===== config.mk =====
export PLATFORM = sky130hd
export DESIGN_NAME = pic_ctrl
export DESIGN_NICKNAME = d
export VERILOG_FILES = /design/src/hw/pic_pkg.sv /design/src/hw/pic_ctrl.sv /design/src/hw/pic_key_group.sv
export SDC_FILE = /design/constraint.sdc
export NUM_CORES = 1
export LEC_CHECK = 0
export ABC_AREA = 1
export ABC_CLOCK_PERIOD_IN_PS = 1900
export BUFFER_PORTS_ARGS = -buffer_cell sky130_fd_sc_hd__buf_2
export CAP_MARGIN = 20
export CORE_ASPECT_RATIO = 0.7
export CORE_MARGIN = 1
export CORE_UTILIZATION = 55
export CTS_CLUSTER_DIAMETER = 60
export DETAILED_ROUTE_END_ITERATION = 8
export GPL_ROUTABILITY_DRIVEN = 0
export PLACE_DENSITY = 0.82
export SLEW_MARGIN = 25
export SYNTH_ARGS = -nofsm -noshare
export SYNTH_HDL_FRONTEND = slang
export SYNTH_SLANG_ARGS = --single-unit

===== constraint.sdc =====
create_clock -name CLK -period 1.9 [get_ports CLK]
set_input_delay 0 -clock CLK [delete_from_list [all_inputs] [get_ports CLK]]
set_output_delay 0 -clock CLK [all_outputs]
set_load 0.02 [all_outputs]

===== src/hw/pic_pkg.sv =====
package pic_pkg;

    // ========================================================
    // register byte addresses (16-bit I/O map, one address each)
    // ========================================================
    localparam logic [15:0] ADDR_KEY0_SEL = 16'hFF20;
    localparam logic [15:0] ADDR_KEY0_CMP = 16'hFF22;
    localparam logic [15:0] ADDR_KEY1_SEL = 16'hFF24;
    localparam logic [15:0] ADDR_KEY1_CMP = 16'hFF26;
    localparam logic [15:0] ADDR_PT_MASK = 16'hFFE2;
    localparam logic [15:0] ADDR_SER_MASK = 16'hFFE3;
    localparam logic [15:0] ADDR_K0_MASK = 16'hFFE4;
    localparam logic [15:0] ADDR_K1_MASK = 16'hFFE5;
    localparam logic [15:0] ADDR_TICK_MASK = 16'hFFE6;
    localparam logic [15:0] ADDR_LAP_MASK = 16'hFFE7;
    localparam logic [15:0] ADDR_PT_FLAG = 16'hFFF2;
    localparam logic [15:0] ADDR_SER_FLAG = 16'hFFF3;
    localparam logic [15:0] ADDR_K0_FLAG = 16'hFFF4;
    localparam logic [15:0] ADDR_K1_FLAG = 16'hFFF5;
    localparam logic [15:0] ADDR_TICK_FLAG = 16'hFFF6;
    localparam logic [15:0] ADDR_LAP_FLAG = 16'hFFF7;
    // stack pointer load status (read only)
    localparam logic [15:0] ADDR_SP_STAT = 16'hFFF8;

    // ========================================================
    // field positions and widths
    // ========================================================
    localparam int PT_W = 2;
    localparam int TICK_W = 4;
    localparam int LAP_W = 2;
    localparam int KEY_W = 4;
    localparam int BIT_TICK_1HZ = 3;
    localparam int BIT_TICK_2HZ = 2;
    localparam int BIT_TICK_8HZ = 1;
    localparam int BIT_TICK_32HZ = 0;
    localparam int BIT_LAP_1S = 1;
    localparam int BIT_LAP_TENTH = 0;
    localparam int NSRC = 12;

    // ========================================================
    // reset values
    // ========================================================
    localparam logic [3:0] RST_SEL = 4'h0;
    localparam logic [3:0] RST_CMP = 4'hF;
    localparam logic [3:0] RST_MASK = 4'h0;
    localparam logic [3:0] RST_FLAG = 4'h0;

    // ========================================================
    // carriers
    // ========================================================
    typedef struct packed {
        logic [PT_W-1:0] timer;
        logic serial;
        logic [TICK_W-1:0] tick;
        logic [LAP_W-1:0] lap;
    } pic_events_t;

    typedef struct packed {
        logic [3:0] timer;
        logic [3:0] serial;
        logic [3:0] key0;
        logic [3:0] key1;
        logic [3:0] tick;
        logic [3:0] lap;
    } pic_bank_t;

    typedef enum logic [1:0] {
        PIC_SP_NONE,
        PIC_SP_WIDE,
        PIC_SP_NIBBLE,
        PIC_SP_BOTH
    } pic_sp_t;

endpackage : pic_pkg


===== src/hw/pic_ctrl.sv =====
`timescale 1ns/1ps
`default_nettype none

module pic_ctrl (
    input wire logic CLK,
    input wire logic SYS_RST,
    input wire logic [15:0] WB_ADR_I,
    input wire logic [3:0] WB_DAT_I,
    output logic [3:0] WB_DAT_O,
    input wire logic WB_WE_I,
    input wire logic WB_SEL_I,
    input wire logic WB_CYC_I,
    input wire logic WB_STB_I,
    output logic WB_ACK_O,
    input wire pic_pkg::pic_events_t SRC_EVENTS,
    input wire logic [3:0] KEY_GROUP0_PINS,
    input wire logic [3:0] KEY_GROUP1_PINS,
    input wire logic WIDE_STACK_POINTER_LOAD,
    input wire logic NIBBLE_STACK_POINTER_LOAD,
    input wire logic CPU_IRQ_ENABLE,
    input wire logic RETURN_FROM_INTERRUPT,
    input wire logic NMI_IN,
    output logic SHARED_KEY_TIMER_PIN,
    output logic IRQ_REQ,
    output logic NMI_REQ,
    output logic IRQ_RETRIGGER
);

    pic_pkg::pic_bank_t mask_r;
    pic_pkg::pic_bank_t flag_r;
    pic_pkg::pic_bank_t set_vec;
    logic [3:0] key0_sel_r;
    logic [3:0] key0_cmp_r;
    logic [3:0] key1_sel_r;
    logic [3:0] key1_cmp_r;
    logic [3:0] key0_sync;
    logic [3:0] key1_sync;
    logic key0_evt;
    logic key1_evt;
    pic_pkg::pic_sp_t sp_r;
    logic ien_r;
    logic ack_r;
    logic [3:0] rdata_r;
    logic acc;
    logic wr;
    logic [3:0] wmask;
    logic stacks_ok;
    logic pending_any;

    // ========================================================
    // wishbone classic slave, one wait state, 4-bit data
    // ========================================================
    assign acc = WB_CYC_I & WB_STB_I & ~ack_r;
    assign wr = acc & WB_WE_I & WB_SEL_I;
    assign wmask = WB_DAT_I;

    function automatic logic hit(input logic [15:0] a);
        hit = acc && (WB_ADR_I == a);
    endfunction : hit

    always_ff @(posedge CLK) begin
        if (SYS_RST) begin
            ack_r <= 1'b0;
        end else begin
            ack_r <= acc;
        end
    end

    assign WB_ACK_O = ack_r;

    always_ff @(posedge CLK) begin
        if (SYS_RST) begin
            rdata_r <= 4'h0;
        end else if (acc) begin
            case (WB_ADR_I)
                pic_pkg::ADDR_KEY0_SEL: rdata_r <= key0_sel_r;
                pic_pkg::ADDR_KEY0_CMP: rdata_r <= key0_cmp_r;
                pic_pkg::ADDR_KEY1_SEL: rdata_r <= key1_sel_r;
                pic_pkg::ADDR_KEY1_CMP: rdata_r <= key1_cmp_r;
                pic_pkg::ADDR_PT_MASK: rdata_r <= mask_r.timer;
                pic_pkg::ADDR_SER_MASK: rdata_r <= mask_r.serial;
                pic_pkg::ADDR_K0_MASK: rdata_r <= mask_r.key0;
                pic_pkg::ADDR_K1_MASK: rdata_r <= mask_r.key1;
                pic_pkg::ADDR_TICK_MASK: rdata_r <= mask_r.tick;
                pic_pkg::ADDR_LAP_MASK: rdata_r <= mask_r.lap;
                pic_pkg::ADDR_PT_FLAG: rdata_r <= flag_r.timer;
                pic_pkg::ADDR_SER_FLAG: rdata_r <= flag_r.serial;
                pic_pkg::ADDR_K0_FLAG: rdata_r <= flag_r.key0;
                pic_pkg::ADDR_K1_FLAG: rdata_r <= flag_r.key1;
                pic_pkg::ADDR_TICK_FLAG: rdata_r <= flag_r.tick;
                pic_pkg::ADDR_LAP_FLAG: rdata_r <= flag_r.lap;
                pic_pkg::ADDR_SP_STAT: rdata_r <= {2'h0, sp_r};
                default: rdata_r <= 4'h0;
            endcase
        end
    end

    assign WB_DAT_O = rdata_r;

    // ========================================================
    // key selection and comparison registers
    // ========================================================
    always_ff @(posedge CLK) begin
        if (SYS_RST) begin
            key0_sel_r <= pic_pkg::RST_SEL;
            key0_cmp_r <= pic_pkg::RST_CMP;
            key1_sel_r <= pic_pkg::RST_SEL;
            key1_cmp_r <= pic_pkg::RST_CMP;
        end else if (wr) begin
            if (hit(pic_pkg::ADDR_KEY0_SEL))
                key0_sel_r <= WB_DAT_I;
            if (hit(pic_pkg::ADDR_KEY0_CMP))
                key0_cmp_r <= WB_DAT_I;
            if (hit(pic_pkg::ADDR_KEY1_SEL))
                key1_sel_r <= WB_DAT_I;
            if (hit(pic_pkg::ADDR_KEY1_CMP))
                key1_cmp_r <= WB_DAT_I;
        end
    end

    pic_key_group #(.WIDTH(pic_pkg::KEY_W)) u_key0 (
        .clk(CLK),
        .rst(SYS_RST),
        .pins(KEY_GROUP0_PINS),
        .select_bits(key0_sel_r),
        .compare_bits(key0_cmp_r),
        .pins_sync(key0_sync),
        .event_pulse(key0_evt)
    );

    pic_key_group #(.WIDTH(pic_pkg::KEY_W)) u_key1 (
        .clk(CLK),
        .rst(SYS_RST),
        .pins(KEY_GROUP1_PINS),
        .select_bits(key1_sel_r),
        .compare_bits(key1_cmp_r),
        .pins_sync(key1_sync),
        .event_pulse(key1_evt)
    );

    // timer clock takes the same filtered level the key logic sees
    assign SHARED_KEY_TIMER_PIN = key1_sync[3];

    // ========================================================
    // mask registers; unused bits hold zero
    // ========================================================
    always_ff @(posedge CLK) begin
        if (SYS_RST) begin
            mask_r <= {6{pic_pkg::RST_MASK}};
        end else if (wr) begin
            if (hit(pic_pkg::ADDR_PT_MASK))
                mask_r.timer <= {2'h0, WB_DAT_I[1:0]};
            if (hit(pic_pkg::ADDR_SER_MASK))
                mask_r.serial <= {3'h0, WB_DAT_I[0]};
            if (hit(pic_pkg::ADDR_K0_MASK))
                mask_r.key0 <= {3'h0, WB_DAT_I[0]};
            if (hit(pic_pkg::ADDR_K1_MASK))
                mask_r.key1 <= {3'h0, WB_DAT_I[0]};
            if (hit(pic_pkg::ADDR_TICK_MASK))
                mask_r.tick <= WB_DAT_I;
            if (hit(pic_pkg::ADDR_LAP_MASK))
                mask_r.lap <= {2'h0, WB_DAT_I[1:0]};
        end
    end

    // ========================================================
    // pending flags: set wins over a simultaneous clear
    // ========================================================
    always_comb begin
        set_vec = '0;
        set_vec.timer[1:0] = SRC_EVENTS.timer;
        set_vec.serial[0] = SRC_EVENTS.serial;
        set_vec.key0[0] = key0_evt;
        set_vec.key1[0] = key1_evt;
        set_vec.tick = SRC_EVENTS.tick;
        set_vec.lap = {2'h0, SRC_EVENTS.lap};
    end

    function automatic logic [3:0] w1c(input logic [3:0] cur,
                                       input logic [3:0] set,
                                       input logic clr_en,
                                       input logic [3:0] data);
        w1c = (cur & ~(clr_en ? data : 4'h0)) | set;
    endfunction : w1c

    always_ff @(posedge CLK) begin
        if (SYS_RST) begin
            flag_r <= {6{pic_pkg::RST_FLAG}};
        end else begin
            // masks do not gate setting
            flag_r.timer <= w1c(flag_r.timer, set_vec.timer,
                wr && hit(pic_pkg::ADDR_PT_FLAG), wmask);
            flag_r.serial <= w1c(flag_r.serial, set_vec.serial,
                wr && hit(pic_pkg::ADDR_SER_FLAG), wmask);
            flag_r.key0 <= w1c(flag_r.key0, set_vec.key0,
                wr && hit(pic_pkg::ADDR_K0_FLAG), wmask);
            flag_r.key1 <= w1c(flag_r.key1, set_vec.key1,
                wr && hit(pic_pkg::ADDR_K1_FLAG), wmask);
            flag_r.tick <= w1c(flag_r.tick, set_vec.tick,
                wr && hit(pic_pkg::ADDR_TICK_FLAG), wmask);
            flag_r.lap <= w1c(flag_r.lap, set_vec.lap,
                wr && hit(pic_pkg::ADDR_LAP_FLAG), wmask);
        end
    end

    // ========================================================
    // stack pointer pairing gate
    // ========================================================
    always_ff @(posedge CLK) begin
        if (SYS_RST) begin
            sp_r <= pic_pkg::PIC_SP_NONE;
        end else begin
            case ({WIDE_STACK_POINTER_LOAD, NIBBLE_STACK_POINTER_LOAD})
                2'b11: sp_r <= pic_pkg::PIC_SP_BOTH;
                2'b10: begin
                    // a lone reload re-arms the wait for its partner
                    if (sp_r == pic_pkg::PIC_SP_NIBBLE)
                        sp_r <= pic_pkg::PIC_SP_BOTH;
                    else
                        sp_r <= pic_pkg::PIC_SP_WIDE;
                end
                2'b01: begin
                    if (sp_r == pic_pkg::PIC_SP_WIDE)
                        sp_r <= pic_pkg::PIC_SP_BOTH;
                    else
                        sp_r <= pic_pkg::PIC_SP_NIBBLE;
                end
                default: sp_r <= sp_r;
            endcase
        end
    end

    assign stacks_ok = (sp_r == pic_pkg::PIC_SP_BOTH);

    // ========================================================
    // request to the core
    // ========================================================
    assign pending_any = |(flag_r & mask_r);
    // level request: stays up while a flag pends, so it is seen again
    // when the core re-enables or returns
    assign IRQ_REQ = pending_any & stacks_ok;
    assign NMI_REQ = NMI_IN & stacks_ok;

    always_ff @(posedge CLK) begin
        if (SYS_RST) begin
            ien_r <= 1'b0;
        end else begin
            ien_r <= CPU_IRQ_ENABLE;
        end
    end

    // re-raise strobe for an already-pending request: one cycle on an enable edge, held while RETURN_FROM_INTERRUPT is high
    assign IRQ_RETRIGGER = IRQ_REQ &
        ((CPU_IRQ_ENABLE & ~ien_r) | RETURN_FROM_INTERRUPT);
endmodule : pic_ctrl
`default_nettype wire


===== src/hw/pic_key_group.sv =====
`timescale 1ns/1ps
`default_nettype none

// one four-pin key group: sync, compare, select, change detect
module pic_key_group #(
    parameter int WIDTH = 4
) (
    input wire logic clk,
    input wire logic rst,
    input wire logic [WIDTH-1:0] pins,
    input wire logic [WIDTH-1:0] select_bits,
    input wire logic [WIDTH-1:0] compare_bits,
    output logic [WIDTH-1:0] pins_sync,
    output logic event_pulse
);

    logic [WIDTH-1:0] s1_r;
    logic [WIDTH-1:0] s2_r;
    logic [WIDTH-1:0] s3_r;
    logic [WIDTH-1:0] stable_r;
    logic match_r;
    logic match_nxt;

    // ========================================================
    // three-stage sync; a change counts once stage 2 and 3 agree
    // ========================================================
    always_ff @(posedge clk) begin
        if (rst) begin
            s1_r <= '0;
            s2_r <= '0;
            s3_r <= '0;
        end else begin
            s1_r <= pins;
            s2_r <= s1_r;
            s3_r <= s2_r;
        end
    end

    always_ff @(posedge clk) begin
        if (rst) begin
            stable_r <= '0;
        end else begin
            for (int i = 0; i < WIDTH; i++) begin
                if (s2_r[i] == s3_r[i]) begin
                    stable_r[i] <= s3_r[i];
                end
            end
        end
    end

    assign pins_sync = stable_r;

    // a selected pin that differs from its compare bit fires the group
    always_comb begin
        match_nxt = |(select_bits & (stable_r ^ compare_bits));
    end

    always_ff @(posedge clk) begin
        if (rst) begin
            match_r <= 1'b0;
        end else begin
            match_r <= match_nxt;
        end
    end

    // only the rising edge of the condition is an event
    assign event_pulse = match_nxt & ~match_r;

endmodule : pic_key_group
`default_nettype wire


==> results of run 1 <==
[flip-flops by register name, indices dropped and copies added (netlist names), 2 cells and up]
| name | flops |
|---|---|
| WB_DAT_O | 4 |
| flag_r | 24 |
| key0_cmp_r | 4 |
| key0_sel_r | 4 |
| key1_cmp_r | 4 |
| key1_sel_r | 4 |
| mask_r | 11 |
| sp_r | 2 |
| u_key0.pins_sync | 4 |
| u_key0.s1_r | 4 |
| u_key0.s2_r | 4 |
| u_key0.s3_r | 4 |
| u_key1.pins_sync | 4 |
| u_key1.s1_r | 4 |
| u_key1.s2_r | 4 |
| u_key1.s3_r | 4 |
[worst paths after layout]
kind | start | end | slack (ps) | cells past startpoint
worst max register to register | WB_ACK_O | key1_sel_r[0] | 310 | 6
worst min-delay path | WB_DAT_I[0] | mask_r[16] | 30 | 3
worst min register to register | u_key1.s1_r[1] | u_key1.s2_r[1] | 400 | 2
worst max-delay path | flag_r[21] | IRQ_REQ | 210 | 6
[worst reg2reg max path, delay by kind of cell, from the launching register on]
| family | cells | cell delay (ps) |
|---|---|---|
| compound gates | 2 | 290 |
| buf+inv | 1 | 340 |
| flops | 1 | 340 |
| simple gates | 3 | 510 |
[cells by family (layout without fill, tap and decap cells)]
family	count (synthesis)	after routing	share of synthesized area
AO/OA/AOI/OAI	129	129	0.178
XOR/XNOR	1	1	0.00213
adder cells (fa/ha/maj)	3	3	0.00913
buffers and inverters	116	196	0.113
flip-flops	93	93	0.453
AND/OR/NAND/NOR	236	236	0.245
[final cells by class]
| cell class | instances | share of cell area |
|---|---|---|
| Inverter | 100 | 0.0779 |
| Sequential cell | 93 | 0.384 |
| Timing Repair Buffer | 80 | 0.106 |
| Clock inverter | 7 | 0.0139 |
| Tap cell | 94 | 0.0243 |
| Multi-Input combinational cell | 369 | 0.369 |
| Clock buffer | 9 | 0.0255 |
[per-layer routing]
layer,part of all wire,track usage
met5,0,0
met2,0.43,0.417
met1,0.44,0.372
met4,0.014,0.103
met3,0.11,0.0727
[where the power goes]
part           internal (W)  total, W  switching (W)
clock              0.000504   0.00126       0.000755
sequential          0.00199   0.00202      0.0000299
combinational      0.000106  0.000250       0.000144
total               0.00260   0.00353       0.000929
[synthesized netlist by cell type]
master and n:
dfxtp_1 93, inv_1 91, nor2_1 90, nand2_1 86, o21ai_0 47, a21oi_1 46
nand3_1 39, o211ai_1 21, clkbuf_1 9, nand2_2 6, clkinv_1 5, o21ai_1 4
a22o_1 3, buf_6 3, ha_1 3, inv_2 3, nor2_2 3, nor2_4 3
a211oi_1 2, a221oi_1 2, and3_1 2, buf_1 2, nand4_1 2, nor3_1 2
o21a_1 2, a21oi_2 1, buf_2 1, buf_4 1, inv_4 1, nand3_2 1
nand3b_1 1, nor3_2 1, o22ai_1 1, xnor2_1 1
[per-stage QoR]
stage          total power, W  hold slack [ps]  instances  instance area, um^2  utilization
4_1_cts               0.00354             5.58        752                 4850        0.695
3_3_place_gp          0.00227              199        715                 4450        0.637
2_1_floorplan         0.00218              107        578                 4110            -
6_report              0.00353             26.0        752                 4850        0.695
5_1_grt               0.00366             28.1        752                 4850        0.695
3_5_place_dp          0.00228              207        715                 4450        0.637
[repair_timing]
item	4_1_cts	5_1_grt
hold buffers	21	0
endpoints found under the hold margin	24	0
setup endpoints to repair	0	0
==> metrics.cfg, run 1 <==
[final_layout]
n_antenna_cell = 0
final_cell_mix = dfxtp_1, inv_1, nor2_1
final_nets = 704
multi_input_area_um2 = 1790
layout_commonest_cell = dfxtp_1
seq_area_um2 = 1860
fill_cells = 613
drive_gt1_frac = 0.143
area_growth_pct = 17.9

[synth]
synth_seq_cells = 93
yosysUniqueCellTypes = 34
synth.area.top_cells = dfxtp_1, inv_1, nor2_1
synth_top_area_frac = 0.453
ys_warn_count = 0
synth_top_area_cell = dfxtp_1
syn-num-nets = 629
seq_area_frac_synth = 0.453
syn_area_um2 = 4110
netlist_instances = 578
syn_avg_cell_area_um2 = 7.12

[floorplanning]
fp.dieH_um = 74.4
core-area_um2 = 6980
die_x_um = 105
dieArea_um2 = 7840
initial_utilization = 0.590
pin_count = 57
rows = 25

[timing]
worst_pin_slew_ps = 458
setup_tns_ps = 0
report.final.slew_viol_count = 0
finalSetupViolations = 0
clock-skew-final_ps = 15.3
final_hold_viol_count = 0
rsz0062_at_grt = false
min_period_ps = 1690
layout_setup_ws_ps = 207
fmax_ghz = 0.591
maxSlewHeadroom = 0.694
finalCritPeriodShare = 0.891

[worst_setup_path]
cpMostUsedCell = nand3_1
crit_path_end_kind = output port
start_kind = flip-flop
critPathTopFamily = compound AO/OA/AOI/OAI gates
path_class = flip-flop to output port
path_cells = a22o_1 > a221oi_1 > nand3_1 > nand3_1 > inv_1 > buf_2
cp_max_fo = 3
cp_data_arrival_time_ps = 1690
required_ps = 1900
cpMaxStageDelayCell = dfxtp_1
slowest_delay_ps = 360
crit_buf_inv = 2

[clocking]
cts_resized = 0
cts_buffer_depth = 2
cts_root_buffer = clkbuf_8
cts_buffers = 9
post_cts_buffers = 0
clock_latency_ps = 380
cts_tree = yes
cts_sinks = 93
clkTransAtPathRegs_ps = 100
htree_levels = 3

[global_routing]
grt-ovfl-total = 0
grt.total_usage = 0.272
antenna_found_initial = 0
grt_max_degree = 49
grt_pass1_wl_um = 16300
grt_pass1_vias = 3480

[drt]
drc = 0
via_per_inst = 5.30
ant_nets = 0
wl_per_cell_um = 13.5
routed_wl_um = 10100
vias = 3989
dr.pass1.iters = 6
first_iter_violations = 493

[flow_run]
maxCapViolations = 0

[place]
dpl.hpwl_um = 7260
portBuffers = 56
place_ws_ps = 364

[status]
status = complete, no violations

[pwr]
power_density_nw_per_um2 = 728
ir_worst_vdd_v = 0.000756
leakagePower_nw = 2.30

[hold_path]
hp-class = primary input to flip-flop

No activity file was read; power rests on OpenSTA's default activity.
==> run 2: changes to the inputs <==
--- a/config.mk
+++ b/config.mk
@@ -16,6 +16,7 @@
 export DETAILED_ROUTE_END_ITERATION = 8
 export GPL_ROUTABILITY_DRIVEN = 0
 export PLACE_DENSITY = 0.82
+export RECOVER_POWER = 100
 export SLEW_MARGIN = 25
 export SYNTH_ARGS = -nofsm -noshare
 export SYNTH_HDL_FRONTEND = slang
==> metrics.cfg, run 2 (synthesized netlist as in run 1, its figures left out) <==
[status]
status = complete, no violations

[final_layout]
area_growth_pct = 17.0
final_nets = 704
reg_top3 = flag_r (24), mask_r (11)
fill_cells = 622
largest-register = flag_r
n_antenna_cell = 0
largest_reg_flops = 24
drive_gt1_frac = 0.117
postLayoutCellArea_um2 = 4810
multi_input_area_um2 = 1770
postLayoutCoreUtil = 0.690
seq_area_um2 = 1860
layout_commonest_cell = inv_1
final_cell_mix = inv_1, dfxtp_1, nor2_1

[floorplanning]
rows = 25
die_x_um = 105
fp.dieH_um = 74.4
pin_count = 57
initial_utilization = 0.590
core-area_um2 = 6980
dieArea_um2 = 7840

[clocking]
post_cts_buffers = 0
clock_latency_ps = 380
cts_buffer_depth = 2
cts_resized = 0
cts_tree = yes
cts_root_buffer = clkbuf_8
htree_levels = 3
cts_sinks = 93
clkTransAtPathRegs_ps = 100
cts_buffers = 9

[global_routing]
grt_pass1_wl_um = 16300
grt_max_degree = 49
grt.total_usage = 0.272
grt-ovfl-total = 0
grt_pass1_vias = 3480
antenna_found_initial = 0

[worst_setup_path]
path_class = flip-flop to output port
cpMaxStageDelayCell = dfxtp_1
cp_data_arrival_time_ps = 1720
cpMostUsedCell = nand3_1
path_cells = a22o_1 > a221oi_1 > nand3_1 > nand3_1 > inv_1 > clkbuf_1
cp_max_fo = 3
slowest_delay_ps = 360
start_kind = flip-flop
crit_path_end_kind = output port
required_ps = 1900

[timing]
report.final.slew_viol_count = 0
fmax_ghz = 0.581
worst_pin_slew_ps = 919
setup_tns_ps = 0
clock-skew-final_ps = 14.6
finalCritPeriodShare = 0.905
layout_setup_ws_ps = 180
holdWs_ps = 31.8
finalSetupViolations = 0
final_hold_viol_count = 0
min_period_ps = 1720
maxSlewHeadroom = 0.387
rsz0062_at_grt = false

[drt]
wl_per_cell_um = 13.5
ant_nets = 0
via_per_inst = 5.33
routed_wl_um = 10100
drc = 0
vias = 4005
dr.pass1.iters = 6
first_iter_violations = 515

[place]
portBuffers = 56
place_area_um2 = 4450
dpl.hpwl_um = 7260
place_ws_ps = 364

[flow_run]
maxCapViolations = 0

[pwr]
power_frac_comb = 0.070
ir_worst_vdd_v = 0.000753
power_density_nw_per_um2 = 732
p_sw_w = 0.000927
sw_frac_of_total = 0.263
power_frac_clock = 0.357
leakagePower_nw = 2.26
seqPwrFrac = 0.573
cellInternalPower_w = 0.00260

[hold_path]
hp-class = primary input to flip-flop

## run 2: cell types whose count changed in the layout (fill, tap and decap cells not counted), moves of 2 or more
cell / change
clkbuf_1: +10
buf_2: -9
inv_1: +3
inv_2: -2
nand2_1: +2
nand2_2: -2
o21ai_0: +2
o21ai_1: -2
## run 2: final timing paths
kind                            depth (start not counted)        endpoint  slack (ps)      startpoint
worst min-delay path                                    3      mask_r[16]          30     WB_DAT_I[0]
worst max-delay path                                    6         IRQ_REQ         180      flag_r[21]
worst max register to register                          7       flag_r[8]         250        WB_ACK_O
worst min register to register                          2  u_key1.s2_r[1]         410  u_key1.s1_r[1]
## run 2: area by class of cell
type,count,share of cell area
clock buffers,9,0.0257
multi-input cells,369,0.368
well taps,94,0.0244
inverters,100,0.0780
clock inverters,7,0.0140
repair buffers,80,0.103
flip-flops and latches,93,0.387
## run 2: layer usage
metal / part of all wire / global-route usage / vias to the layer above / wire length, um
li1: - / - / 1994 / -
met1: 0.45 / 0.372 / 1770 / 4560
met2: 0.41 / 0.417 / 213 / 4200
met3: 0.11 / 0.0727 / 28 / 1150
met4: 0.022 / 0.103 / 0 / 221
met5: 0 / 0 / - / 0
## run 2: power groups by stage
stage          clock network (W)  logic (W)  registers (W)
2_1_floorplan                  0   0.000123        0.00205
3_3_place_gp                   0   0.000208        0.00206
3_5_place_dp                   0   0.000213        0.00206
4_1_cts                  0.00127   0.000247        0.00202
5_1_grt                  0.00136   0.000277        0.00202
6_report                 0.00126   0.000248        0.00202
## run 2: worst max-delay path: cells and delay by family, from the launching register on
kind	cells	cell delay (ps)
AO/OA/AOI/OAI	2	500
flip-flops	1	360
AND/OR/NAND/NOR	2	290
buffers and inverters	2	210
## run 2: timing repair
| item | CTS | global route |
|---|---|---|
| endpoints found under the hold margin | 24 | 0 |
| endpoints found under the setup margin | 0 | 0 |
| hold buffers | 21 | 0 |
## run 2: per-stage QoR
stage,total power (W),instances
6_report,0.00352,752
5_1_grt,0.00366,752
3_3_place_gp,0.00227,715
4_1_cts,0.00354,752
3_5_place_dp,0.00228,715
2_1_floorplan,0.00218,578
